## config.mk

```make
export PLATFORM = sky130hd
export DESIGN_NAME = dsl_serial_load
export DESIGN_NICKNAME = d
export VERILOG_FILES = /design/src/logic/dsl_edge_sync.v /design/src/logic/dsl_serial_load.v
export VERILOG_INCLUDE_DIRS = /design/src /design/src/logic
export SDC_FILE = /design/constraint.sdc
export NUM_CORES = 1
export LEC_CHECK = 0
export ABC_AREA = 1
export BUFFER_PORTS_ARGS = -buffer_cell sky130_fd_sc_hd__buf_2
export CAP_MARGIN = 20
export CORE_ASPECT_RATIO = 0.7
export CORE_MARGIN = 2
export CORE_UTILIZATION = 50
export CTS_CLUSTER_SIZE = 30
export DETAILED_ROUTE_END_ITERATION = 10
export GPL_TIMING_DRIVEN = 0
export PLACE_DENSITY = 0.68
export SKIP_LAST_GASP = 1
export SLEW_MARGIN = 20
export SYNTH_ARGS = -nofsm -noshare
export SYNTH_HDL_FRONTEND = slang
export SYNTH_SLANG_ARGS = --single-unit
export TNS_END_PERCENT = 1
```

## constraint.sdc

```tcl
create_clock -name sys_clk -period 2.8 [get_ports sys_clk]
set_input_delay 0.28 -clock sys_clk [delete_from_list [all_inputs] [get_ports sys_clk]]
set_output_delay 0.28 -clock sys_clk [all_outputs]
set_load 0.02 [all_outputs]
```

## src/logic/dsl_defines.vh

```
// constants for the serial load control block
`ifndef DSL_DEFINES_VH
`define DSL_DEFINES_VH
`define DSL_WORD_BITS     24
`define DSL_DATA_BITS     20
`define DSL_CNT_BITS      5
`define DSL_WORD_COUNT    5'h18
`define DSL_RW_BIT        23
`define DSL_ADDR_HI       22
`define DSL_ADDR_LO       20
`define DSL_ADDR_DAC      3'h1
`define DSL_ADDR_CTRL     3'h2
`define DSL_ADDR_CLR      3'h3
`define DSL_CTRL_TWOS_BIT 1
`define DSL_DAC_RESET     20'h00000
`define DSL_CTRL_RESET    20'h00000
`define DSL_CLR_RESET     20'h00000
`endif

```

## src/logic/dsl_edge_sync.v

```verilog
// two-flop synchroniser with level and edge outputs
`timescale 1ns/100ps
module dsl_edge_sync #(
  parameter INIT = 1'b1
) (
  input  wire sys_clk,
  input  wire rst,
  input  wire async_in,
  output reg  level,
  output wire rise,
  output wire fall
);
  reg meta;

  // only level reads meta, edges compare two settled copies
  reg prev;
  always @(posedge sys_clk) begin
    if (rst) begin
      meta  <= INIT;
      level <= INIT;
      prev  <= INIT;
    end else begin
      meta  <= async_in;
      level <= meta;
      prev  <= level;
    end
  end

  assign rise = level & ~prev;
  assign fall = ~level & prev;
endmodule // dsl_edge_sync

```

## src/logic/dsl_serial_load.v

```verilog
// serial load and output update control of the converter
// Notes on behaviour
// RULE_01: a low reset_n returns every register and the output to power-on.
// RULE_02: a low clear_n loads the clear code into the converter register.
// RULE_03: the clear code is read in the coding chosen, binary or twos comp.
// RULE_04: with load_output_n low the output updates when a frame ends.
// RULE_05: with load_output_n high only the input register takes the word.
// RULE_06: the host always drives load_output_n, never leaving it floating.
// RULE_07: readback bits move onto serial_data_out at serial_clock rises.
// RULE_08: a 24-bit shift register samples serial_data_in at clock falls.
// RULE_09: the host keeps serial_clock at or below 35 MHz when writing.
// RULE_10: a low frame_select_n opens a frame and enables shifting.
// RULE_11: words travel most significant bit first.
// RULE_12: bit 23 is read/write, bits 22..20 address, bits 19..0 data.
// RULE_13: the host keeps serial_clock at or below 16 MHz on readback.
// RULE_14: serial_data_out is released once frame_select_n rises.
// RULE_15: with frame_select_n high, clock and data are ignored.
// RULE_16: a frame acts only after exactly 24 falling clock edges.
`timescale 1ns/100ps
`include "dsl_defines.vh"
module dsl_serial_load (
  input  wire        sys_clk,
  input  wire        rst,
  input  wire        reset_n,
  input  wire        clear_n,
  input  wire        load_output_n,
  input  wire        frame_select_n,
  input  wire        serial_clock,
  input  wire        serial_data_in,
  output reg         serial_data_out,
  output reg         serial_data_out_oe,
  output reg  [19:0] dac_code,
  output wire [19:0] output_code,
  output reg         twos_comp,
  output reg         output_update
);
  wire reset_n_s;
  wire clear_n_s;
  wire clear_fall;
  wire load_n_s;
  wire load_fall;
  wire frame_n_s;
  wire frame_rise;
  wire frame_fall;
  wire sclk_rise;
  wire sclk_fall;
  wire sdi_s;

  reg  [23:0] in_shift;
  reg  [23:0] out_shift;
  reg  [4:0]  bit_count;
  reg  [19:0] input_reg;
  reg  [19:0] ctrl_reg;
  reg  [19:0] clear_code;
  reg         update_pending;
  reg         read_pending;
  reg  [2:0]  read_addr;
  reg         read_active;
  reg  [19:0] read_data;

  wire        word_ok;
  wire        is_read;
  wire [2:0]  word_addr;
  wire [19:0] word_data;
  wire        dev_rst;

  dsl_edge_sync #(.INIT(1'b0)) u_reset (
    .sys_clk  (sys_clk),
    .rst      (rst),
    .async_in (reset_n),
    .level    (reset_n_s),
    .rise     (),
    .fall     ()
  );
  dsl_edge_sync #(.INIT(1'b1)) u_clear (
    .sys_clk  (sys_clk),
    .rst      (rst),
    .async_in (clear_n),
    .level    (clear_n_s),
    .rise     (),
    .fall     (clear_fall)
  );
  // the pin is assumed driven, so its level is trusted as is
  dsl_edge_sync #(.INIT(1'b1)) u_load (
    .sys_clk  (sys_clk),
    .rst      (rst),
    .async_in (load_output_n),
    .level    (load_n_s),
    .rise     (),
    .fall     (load_fall)
  );
  dsl_edge_sync #(.INIT(1'b1)) u_frame (
    .sys_clk  (sys_clk),
    .rst      (rst),
    .async_in (frame_select_n),
    .level    (frame_n_s),
    .rise     (frame_rise),
    .fall     (frame_fall)
  );
  dsl_edge_sync #(.INIT(1'b0)) u_sclk (
    .sys_clk  (sys_clk),
    .rst      (rst),
    .async_in (serial_clock),
    .level    (),
    .rise     (sclk_rise),
    .fall     (sclk_fall)
  );
  // data takes the same path as the clock so both line up in time
  dsl_edge_sync #(.INIT(1'b0)) u_sdi (
    .sys_clk  (sys_clk),
    .rst      (rst),
    .async_in (serial_data_in),
    .level    (sdi_s),
    .rise     (),
    .fall     ()
  );

  // RULE_01 device reset
  assign dev_rst = rst | ~reset_n_s;

  // RULE_12 word fields
  assign is_read   = in_shift[`DSL_RW_BIT];
  assign word_addr = in_shift[`DSL_ADDR_HI:`DSL_ADDR_LO];
  assign word_data = in_shift[`DSL_DATA_BITS-1:0];

  // RULE_16 exact count
  assign word_ok = frame_rise && (bit_count == `DSL_WORD_COUNT);

  // RULE_03 coding applied
  assign output_code = twos_comp ? {~dac_code[19], dac_code[18:0]}
                                 : dac_code;

  always @* begin
    case (read_addr)
      `DSL_ADDR_DAC:  read_data = dac_code;
      `DSL_ADDR_CTRL: read_data = ctrl_reg;
      `DSL_ADDR_CLR:  read_data = clear_code;
      default:        read_data = 20'h00000;
    endcase
  end

  // input side of the frame
  always @(posedge sys_clk) begin
    if (dev_rst) begin
      in_shift  <= 24'h000000;
      bit_count <= 5'h00;
    end else if (frame_fall) begin
      bit_count <= 5'h00;
    // RULE_15 idle ignored
    end else if (!frame_n_s && sclk_fall) begin
      // RULE_08 RULE_11 msb first
      in_shift <= {in_shift[22:0], sdi_s};
      // RULE_10 frame enables shifting
      if (bit_count != 5'h1F) begin
        bit_count <= bit_count + 5'h01;
      end
    end
  end

  // readback side, one frame after the read request
  always @(posedge sys_clk) begin
    if (dev_rst) begin
      out_shift          <= 24'h000000;
      serial_data_out    <= 1'b0;
      serial_data_out_oe <= 1'b0;
      read_active        <= 1'b0;
    end else if (frame_fall) begin
      read_active        <= read_pending;
      serial_data_out_oe <= read_pending;
      out_shift          <= {1'b1, read_addr, read_data};
      serial_data_out    <= 1'b0;
    // RULE_14 release output
    end else if (frame_rise) begin
      serial_data_out_oe <= 1'b0;
      read_active        <= 1'b0;
    // RULE_07 shift on rise
    end else if (!frame_n_s && sclk_rise && read_active) begin
      serial_data_out <= out_shift[23];
      out_shift       <= {out_shift[22:0], 1'b0};
    end
  end

  // registers and output update
  always @(posedge sys_clk) begin
    if (dev_rst) begin
      input_reg      <= `DSL_DAC_RESET;
      dac_code       <= `DSL_DAC_RESET;
      ctrl_reg       <= `DSL_CTRL_RESET;
      clear_code     <= `DSL_CLR_RESET;
      twos_comp      <= 1'b0;
      update_pending <= 1'b0;
      read_pending   <= 1'b0;
      read_addr      <= 3'h0;
      output_update  <= 1'b0;
    end else begin
      output_update <= 1'b0;
      if (word_ok && !is_read) begin
        case (word_addr)
          `DSL_ADDR_DAC: begin
            input_reg <= word_data;
          end
          `DSL_ADDR_CTRL: begin
            ctrl_reg  <= word_data;
            twos_comp <= word_data[`DSL_CTRL_TWOS_BIT];
          end
          `DSL_ADDR_CLR: begin
            clear_code <= word_data;
          end
          default: begin
            ctrl_reg <= ctrl_reg;
          end
        endcase
      end
      if (word_ok && is_read) begin
        read_pending <= 1'b1;
        read_addr    <= word_addr;
      end else if (frame_rise && read_active) begin
        read_pending <= 1'b0;
      end
      // RULE_02 clear wins
      // level keeps forcing the code, only the fall reports an update
      if (!clear_n_s) begin
        dac_code       <= clear_code;
        update_pending <= 1'b0;
        output_update  <= clear_fall;
      // RULE_04 update at frame end
      end else if (word_ok && !is_read && word_addr == `DSL_ADDR_DAC
                   && !load_n_s) begin
        dac_code       <= word_data;
        update_pending <= 1'b0;
        output_update  <= 1'b1;
      // RULE_05 deferred load
      end else if (word_ok && !is_read && word_addr == `DSL_ADDR_DAC) begin
        update_pending <= 1'b1;
      end else if (load_fall && update_pending) begin
        dac_code       <= input_reg;
        update_pending <= 1'b0;
        output_update  <= 1'b1;
      end
    end
  end
endmodule // dsl_serial_load

```

==> key figures, run 1 <==
Outcome
  – Status: finished clean

Hold path
  – Worst hold-check path type: in2reg
  – End of the worst hold path: u_frame.meta
  – Hold Path Origin: frame_select_n
  – Worst hold stages: 2

Placement
  – Final GP Congestion: 0.887
  – I/O Buffers: 51
  – Placed cell areas: slightly above 7000 um2
  – DPL Wire Length: 13.5 mm

Route
  – Post-DR wirelength/cell: 15.7 um
  – Antenna-violating nets left: 0
  – Initial DRC count: 489
  – WL final: 18.7 mm
  – Via count: around 6100
  – Vias per Instance: about 5.2
  – DR DRC count: 0
  – Drt pass-1 iters: 5

Die
  – Core area: about 13000 um2
  – I/O pin total: 52
  – Die X-Extent: 143 um
  – Die area: 14400 um2
  – Starting density of the core: 51.2%
  – FP Rows: 35
  – Chip height: 101 um

Timing
  – Slew @ Worst Pin: about 630 ps
  – Rel. slew slack: 57.9%
  – Final Cycle Share: 73.1%
  – Fmax: 488 MHz
  – Worst Hold Slack: 37.3 ps
  – RSZ-0062 raised after global routing: no
  – Setup TNS: 0 ps
  – Max-slew violations: 0
  – Final-report hold violation count: 0
  – Worst Skew: 6.50 ps
  – Clock period minus worst slack: 2050 ps
  – Final setup viols: 0

Synthesis
  – Post-synthesis sequential area ratio: 46.6%
  – Synth warn: 0
  – Syn Nets: 931
  – Synth unique cells: 32
  – Average size of a mapped cell: 7.35 um2
  – Post-Synthesis Cells: 917
  – Synthesized cell area: between 6000 and 7000 um2
  – #FFs+latches synth: 157

Worst setup path
  – Critical path class: reg2reg
  – Arrival @ worst endpoint: about 2400 ps
  – RR Startpoint: u_frame.level
  – Worst-path fanout max: 10
  – Worst path bufs/invs: 1
  – CP peak stage delay: about 400 ps
  – Type of origin of the critical path: flop
  – CP endpoint kind: flop
  – Delay-heaviest family, CP: simple AND/OR/NAND/NOR gates
  – CP Data Required Time: ~3200 ps
  – Worst-path cell chain: ha_1 -> nand3_1 -> nor2_4 -> nand4_4 -> buf_2 -> o21ai_1 -> nand2_1 -> a21oi_1
  – Reg2reg path depth: 8
  – R2r setup slk: 750 ps
  – Slowest CP cell: dfxtp_1
  – Critical register-to-register path endpoint: dac_code[14]

Clock network
  – H-Tree Depth: 4
  – Clk pin slew, worst setup/hold paths: 60 ps
  – # hold bufs at CTS: 0
  – TritonCTS Buffers: 17
  – Root buf cell: clkbuf_16
  – Setup Fix Bufs, Post-CTS: 0
  – CTS tree: done
  – Clk sinks: 157
  – Post-cts repair resize count: 0
  – Clk_lat worst skew: between 400 and 500 ps
  – Maximum root-to-sink buffer count: 2

Global route
  – First-pass GRT wire length: 29.4 mm
  – Total global routing overflow: 0
  – Antenna violations before repair: 0
  – Largest net degree at the start of global routing: 17
  – Total GRT Usage: 26.8%
  – Vias in the first global route: 5456

Final layout
  – Fin util: 59.1%
  – Commonest non-fill, non-tap cell in the layout: nand2_1
  – Most frequent cells in the layout: nand2_1 (177), dfxtp_1 (157), a21oi_1 (129)
  – Fillers: 1281
  – Antenna cell count: 0
  – Biggest regs: in_shift x24, out_shift x24
  – FF+latch area: 3140 um2
  – Final instance area: 7800 um2
  – Syn-to-layout area delta: 15.6%
  – Ratio of cells with drive above 1 in the final layout: 13.6%
  – Final #Nets: 1001
  – Area of the multi-input gates: 2730 um2

Run
  – Number of max-cap violations: 0

Power and ir drop
  – P per Cell Area: roughly 580 nW/um2
  – Worst vdd ir: 0.000442 V
  – LEAKAGE: 0.00276 uW
## cells by family (layout without fill, tap and decap cells)
group | after synthesis | after routing | share of synthesized area, %
flops | 157 | 157 | 46.6
xor+xnor | 1 | 1 | 0.130
simple gates | 258 | 258 | 16.4
buf+inv | 205 | 288 | 13.0
fa+ha+maj | 6 | 6 | 1.11
compound gates | 290 | 290 | 22.8
## worst max-delay path by stage
stage / startpoint / end / slack, ps / cells after the start
floorplan: u_frame.level / out_shift[17] / 1190 / 9
global placement: rst / read_addr[2] / 730 / 8
detailed placement: rst / read_addr[2] / 710 / 8
CTS: u_frame.level / in_shift[6] / 800 / 8
global route: u_frame.level / dac_code[19] / 570 / 9
finish: u_frame.level / dac_code[14] / 750 / 8
## layer usage
| metal | global-route usage [%] | up-vias | share of wire (%) |
|---|---|---|---|
| met5 | 0 | - | 0 |
| met2 | 37.4 | 244 | 39 |
| met1 | 41.5 | 2760 | 51 |
| li1 | - | 3123 | - |
| met3 | 6.43 | 16 | 9.0 |
| met4 | 6.09 | 0 | 0.83 |
## power breakdown
| group | switching [uW] | internal (uW) |
|---|---|---|
| clock network | 904 | 1290 |
| logic | 70.5 | 29.3 |
| registers | 6.04 | 2250 |
| total | 981 | 3570 |
## through the flow
| stage | setup WS [ps] | total power [uW] | cells |
|---|---|---|---|
| 3_5_place_dp | 706 | 2400 | 1153 |
| 6_report | 753 | 4550 | 1185 |
| 2_1_floorplan | 1190 | 2370 | 917 |
| 4_1_cts | 800 | 4570 | 1185 |
| 3_3_place_gp | 731 | 2400 | 1153 |
| 5_1_grt | 568 | 4680 | 1185 |
## worst register-to-register path: cells and delay by family (launching register included)
kind                       cells  cell delay, ps
AOI/OAI and AO/OA              2             400
adders and majority gates      1             200
buffers and inverters          1             250
DFF                            1             400
and+or+nand+nor                4             730
## area by class of cell
class	count	share of cell area, %
sequential	157	40.3
inverter	126	6.08
buffer	79	5.14
timing repair buffer	51	3.27
multi-input combinational	555	35.0
clock buffer	23	6.13
clock inverter	9	1.12
tap	185	2.97
## synthesized netlist by cell type (all sizes together)
master / n / area (um2)
ha: 6 / 75.1
nor2: 32 / 130
a21boi: 1 / 7.51
a21o: 1 / 7.51
or2: 6 / 37.5
dfxtp: 157 / 3140
xor2: 1 / 8.76
buf: 38 / 245
clkinv: 1 / 5.00
nand4: 23 / 159
o21ai: 135 / 676
o221ai: 20 / 175
a211oi: 1 / 7.51
clkbuf: 41 / 155
a31oi: 3 / 18.8
inv: 125 / 469
nor3: 5 / 30.0
nand3: 12 / 60.1
nand2: 180 / 688
a21oi: 129 / 646
Power figures use the tool's default switching activity.
==> run 2: changes to the inputs <==
- clock period: 2.8 -> 2.15 ns (I/O delays scaled with it)
==> run 2 against run 1 <==
  * Via count fell by 0.28%
  * Wire length rose by 0.15%
  * Core utilization rose by 0.46 points
  * Clock-buffer cell count did not move
  * Sequential power rose by 30%
  * Clock skew fell by 0.65 ps
  * Register-to-register slack got worse by 650 ps
  * Largest power group unchanged
  * Highest routed layer unchanged
  * Non-clock buffer count rose by 6
  * Fmax rose by 0.18%
==> key figures, run 2 (synthesis gave the netlist of run 1 again) <==
Route
  – Initial DRC count: 430 (-12%)
  – Via count: 6126 (-0.28%)
  – WL final: 18.7 mm (+0.15%)
  – DR DRC count: 0 (unchanged)
  – Post-DR wirelength/cell: 15.7 um (-0.35%)
  – Antenna-violating nets left: 0 (unchanged)
  – Vias per Instance: 5.14 (-0.78%)
  – Drt pass-1 iters: 5 (unchanged)

Power and ir drop
  – Combinational Power Share: 2.3% (about the same)
  – LEAKAGE: 0.00278 uW (+0.91%)
  – Int Power: 4650 uW (+30%)
  – Switching Power: 1280 uW (+30%)
  – P per Cell Area: 755 nW/um2 (+29%)
  – Power share of the sequential group: 49.4% (about the same)
  – Sw frac: 21.6% (about the same)
  – Worst vdd ir: 0.000580 V (+31%)
  – Clock Power Share: 48.2% (about the same)

Final layout
  – Antenna cell count: 0 (unchanged)
  – Final #Nets: 1007 (+0.60%)
  – Ratio of cells with drive above 1 in the final layout: 13.5% (-0.081 points)
  – Fin util: 59.6% (+0.46 points)
  – Most frequent cells in the layout: nand2_1 (177), dfxtp_1 (157), a21oi_1 (129)
  – Syn-to-layout area delta: 16.5%
  – Final instance area: 7860 um2 (+0.77%)
  – Commonest non-fill, non-tap cell in the layout: nand2_1
  – Biggest regs: in_shift x24, out_shift x24

Global route
  – GR Util met3: 6.43% (unchanged)
  – First-pass GRT wire length: 29.6 mm (+0.40%)
  – Routing usage on met1: 41.6% (+0.12 points)
  – Total GRT Usage: 26.9% (+0.092 points)
  – Largest net degree at the start of global routing: 17 (unchanged)
  – GR peak layer: met1
  – M2 GR Usage: 37.5% (+0.18 points)
  – Vias in the first global route: 5480 (+0.44%)
  – Total global routing overflow: 0 (unchanged)
  – Antenna violations before repair: 0 (unchanged)

Clock network
  – Maximum root-to-sink buffer count: 2 (unchanged)
  – Clk sinks: 157 (unchanged)
  – Clk pin slew, worst setup/hold paths: 60 ps (about the same)
  – Clk_lat worst skew: 420 ps (about the same)
  – Setup Fix Bufs, Post-CTS: 0 (unchanged)
  – TritonCTS Buffers: 17 (unchanged)
  – H-Tree Depth: 4 (unchanged)
  – CTS tree: done
  – Root buf cell: clkbuf_16

Worst setup path
  – R2r setup slk: 110 ps (-650 ps)
  – Critical Path Start: u_frame.level
  – Reg2reg path depth: 8 (unchanged)
  – CP endpoint kind: flop
  – Type of origin of the critical path: flop
  – RR Startpoint: u_frame.level
  – Worst-path fanout max: 10 (unchanged)
  – CP Data Required Time: 2500 ps (-650 ps)
  – Critical path class: reg2reg
  – Critical register-to-register path endpoint: dac_code[14]
  – Arrival @ worst endpoint: 2400 ps (about the same)

Die
  – Chip height: 101 um (unchanged)
  – Starting density of the core: 51.2% (unchanged)
  – Die area: 14400 um2 (unchanged)
  – I/O pin total: 52 (unchanged)
  – Die X-Extent: 143 um (unchanged)
  – Core area: 13200 um2 (unchanged)
  – FP Rows: 35 (unchanged)

Timing
  – Max-slew violations: 0 (unchanged)
  – Fmax: 489 MHz (+0.18%)
  – Worst Skew: 5.85 ps (-0.646 ps)
  – Final setup viols: 0 (unchanged)
  – Rel. slew slack: 59.2% (+1.3 points)
  – Final-report hold violation count: 0 (unchanged)
  – Clock period minus worst slack: 2040 ps (-3.58 ps)
  – Slew @ Worst Pin: 612 ps (-19.3 ps)
  – Final WS setup: 106 ps (-646 ps)
  – RSZ-0062 raised after global routing: yes
  – Final Cycle Share: 95.1% (+22 points)

Placement
  – DPL Wire Length: 13.5 mm (unchanged)
  – I/O Buffers: 51 (unchanged)
  – Dpl ws: 121 ps (-585 ps)
  – Final GP Congestion: 0.887 (unchanged)
  – Placed cell areas: 7230 um2 (unchanged)

Hold path
  – Worst hold-check path type: in2reg
  – End of the worst hold path: u_frame.meta
  – Worst hold stages: 2 (unchanged)
  – Hold Path Origin: rst

Outcome
  – Status: finished clean

Run
  – Number of max-cap violations: 0 (unchanged)
## run 2: stage by stage
step / power (uW) / instances / hold slack, ps / TNS [ps]
after floorplan: 3080 / 917 / 319 / 0
after global placement: 3120 / 1153 / 391 / 0
after detailed placement: 3120 / 1153 / 393 / 0
after CTS: 5960 / 1191 / 23.0 / 0
after global routing: 6100 / 1191 / 45.6 / -59.3
final: 5930 / 1191 / 32.8 / 0
## run 2: layout make-up
type	count	area, um2
fillers	1273	5330
flip-flops and latches	157	3140
multi-input cells	555	2730
clock buffers	23	478
inverters	126	474
plain buffers	79	400
repair buffers	57	315
well taps	185	231
clock inverters	9	87.6
## run 2: repair_timing
| item | 4_1_cts | 5_1_grt |
|---|---|---|
| endpoints found under the hold margin | 6 | 0 |
| hold buffers | 6 | 0 |
| setup endpoints to repair | 0 | 9 |
| gates resized for setup | 0 | 1 |
## run 2: power groups by stage
stage / combinational (uW) / sequential, uW / clock [uW]
finish: 138 / 2930 / 2860
global route: 157 / 2930 / 3010
CTS: 137 / 2930 / 2890
floorplan: 87.2 / 2990 / 0
global placement: 126 / 3000 / 0
detailed placement: 127 / 3000 / 0
## run 2: how the worst max path moves through the flow
stage | end | cells past startpoint | slack (ps)
global route | in_shift[8] | 8 | -20
floorplan | out_shift[17] | 9 | 540
finish | dac_code[14] | 8 | 110
global placement | in_shift[10] | 8 | 120
CTS | in_shift[6] | 8 | 150
detailed placement | read_addr[2] | 8 | 120
## run 2: per-layer routing
metal	vias up	routed length, um
li1	3144	-
met1	2754	9430
met2	214	7420
met3	14	1700
met4	0	132
met5	-	0
## run 2: worst max-delay path: stages, from the launching register on
cell     delay, ps
dfxtp_1        400
ha_1           200
nand3_1        120
nor2_4         240
nand4_4        190
buf_2          250
o21ai_1        230
nand2_1        170
a21oi_1        160
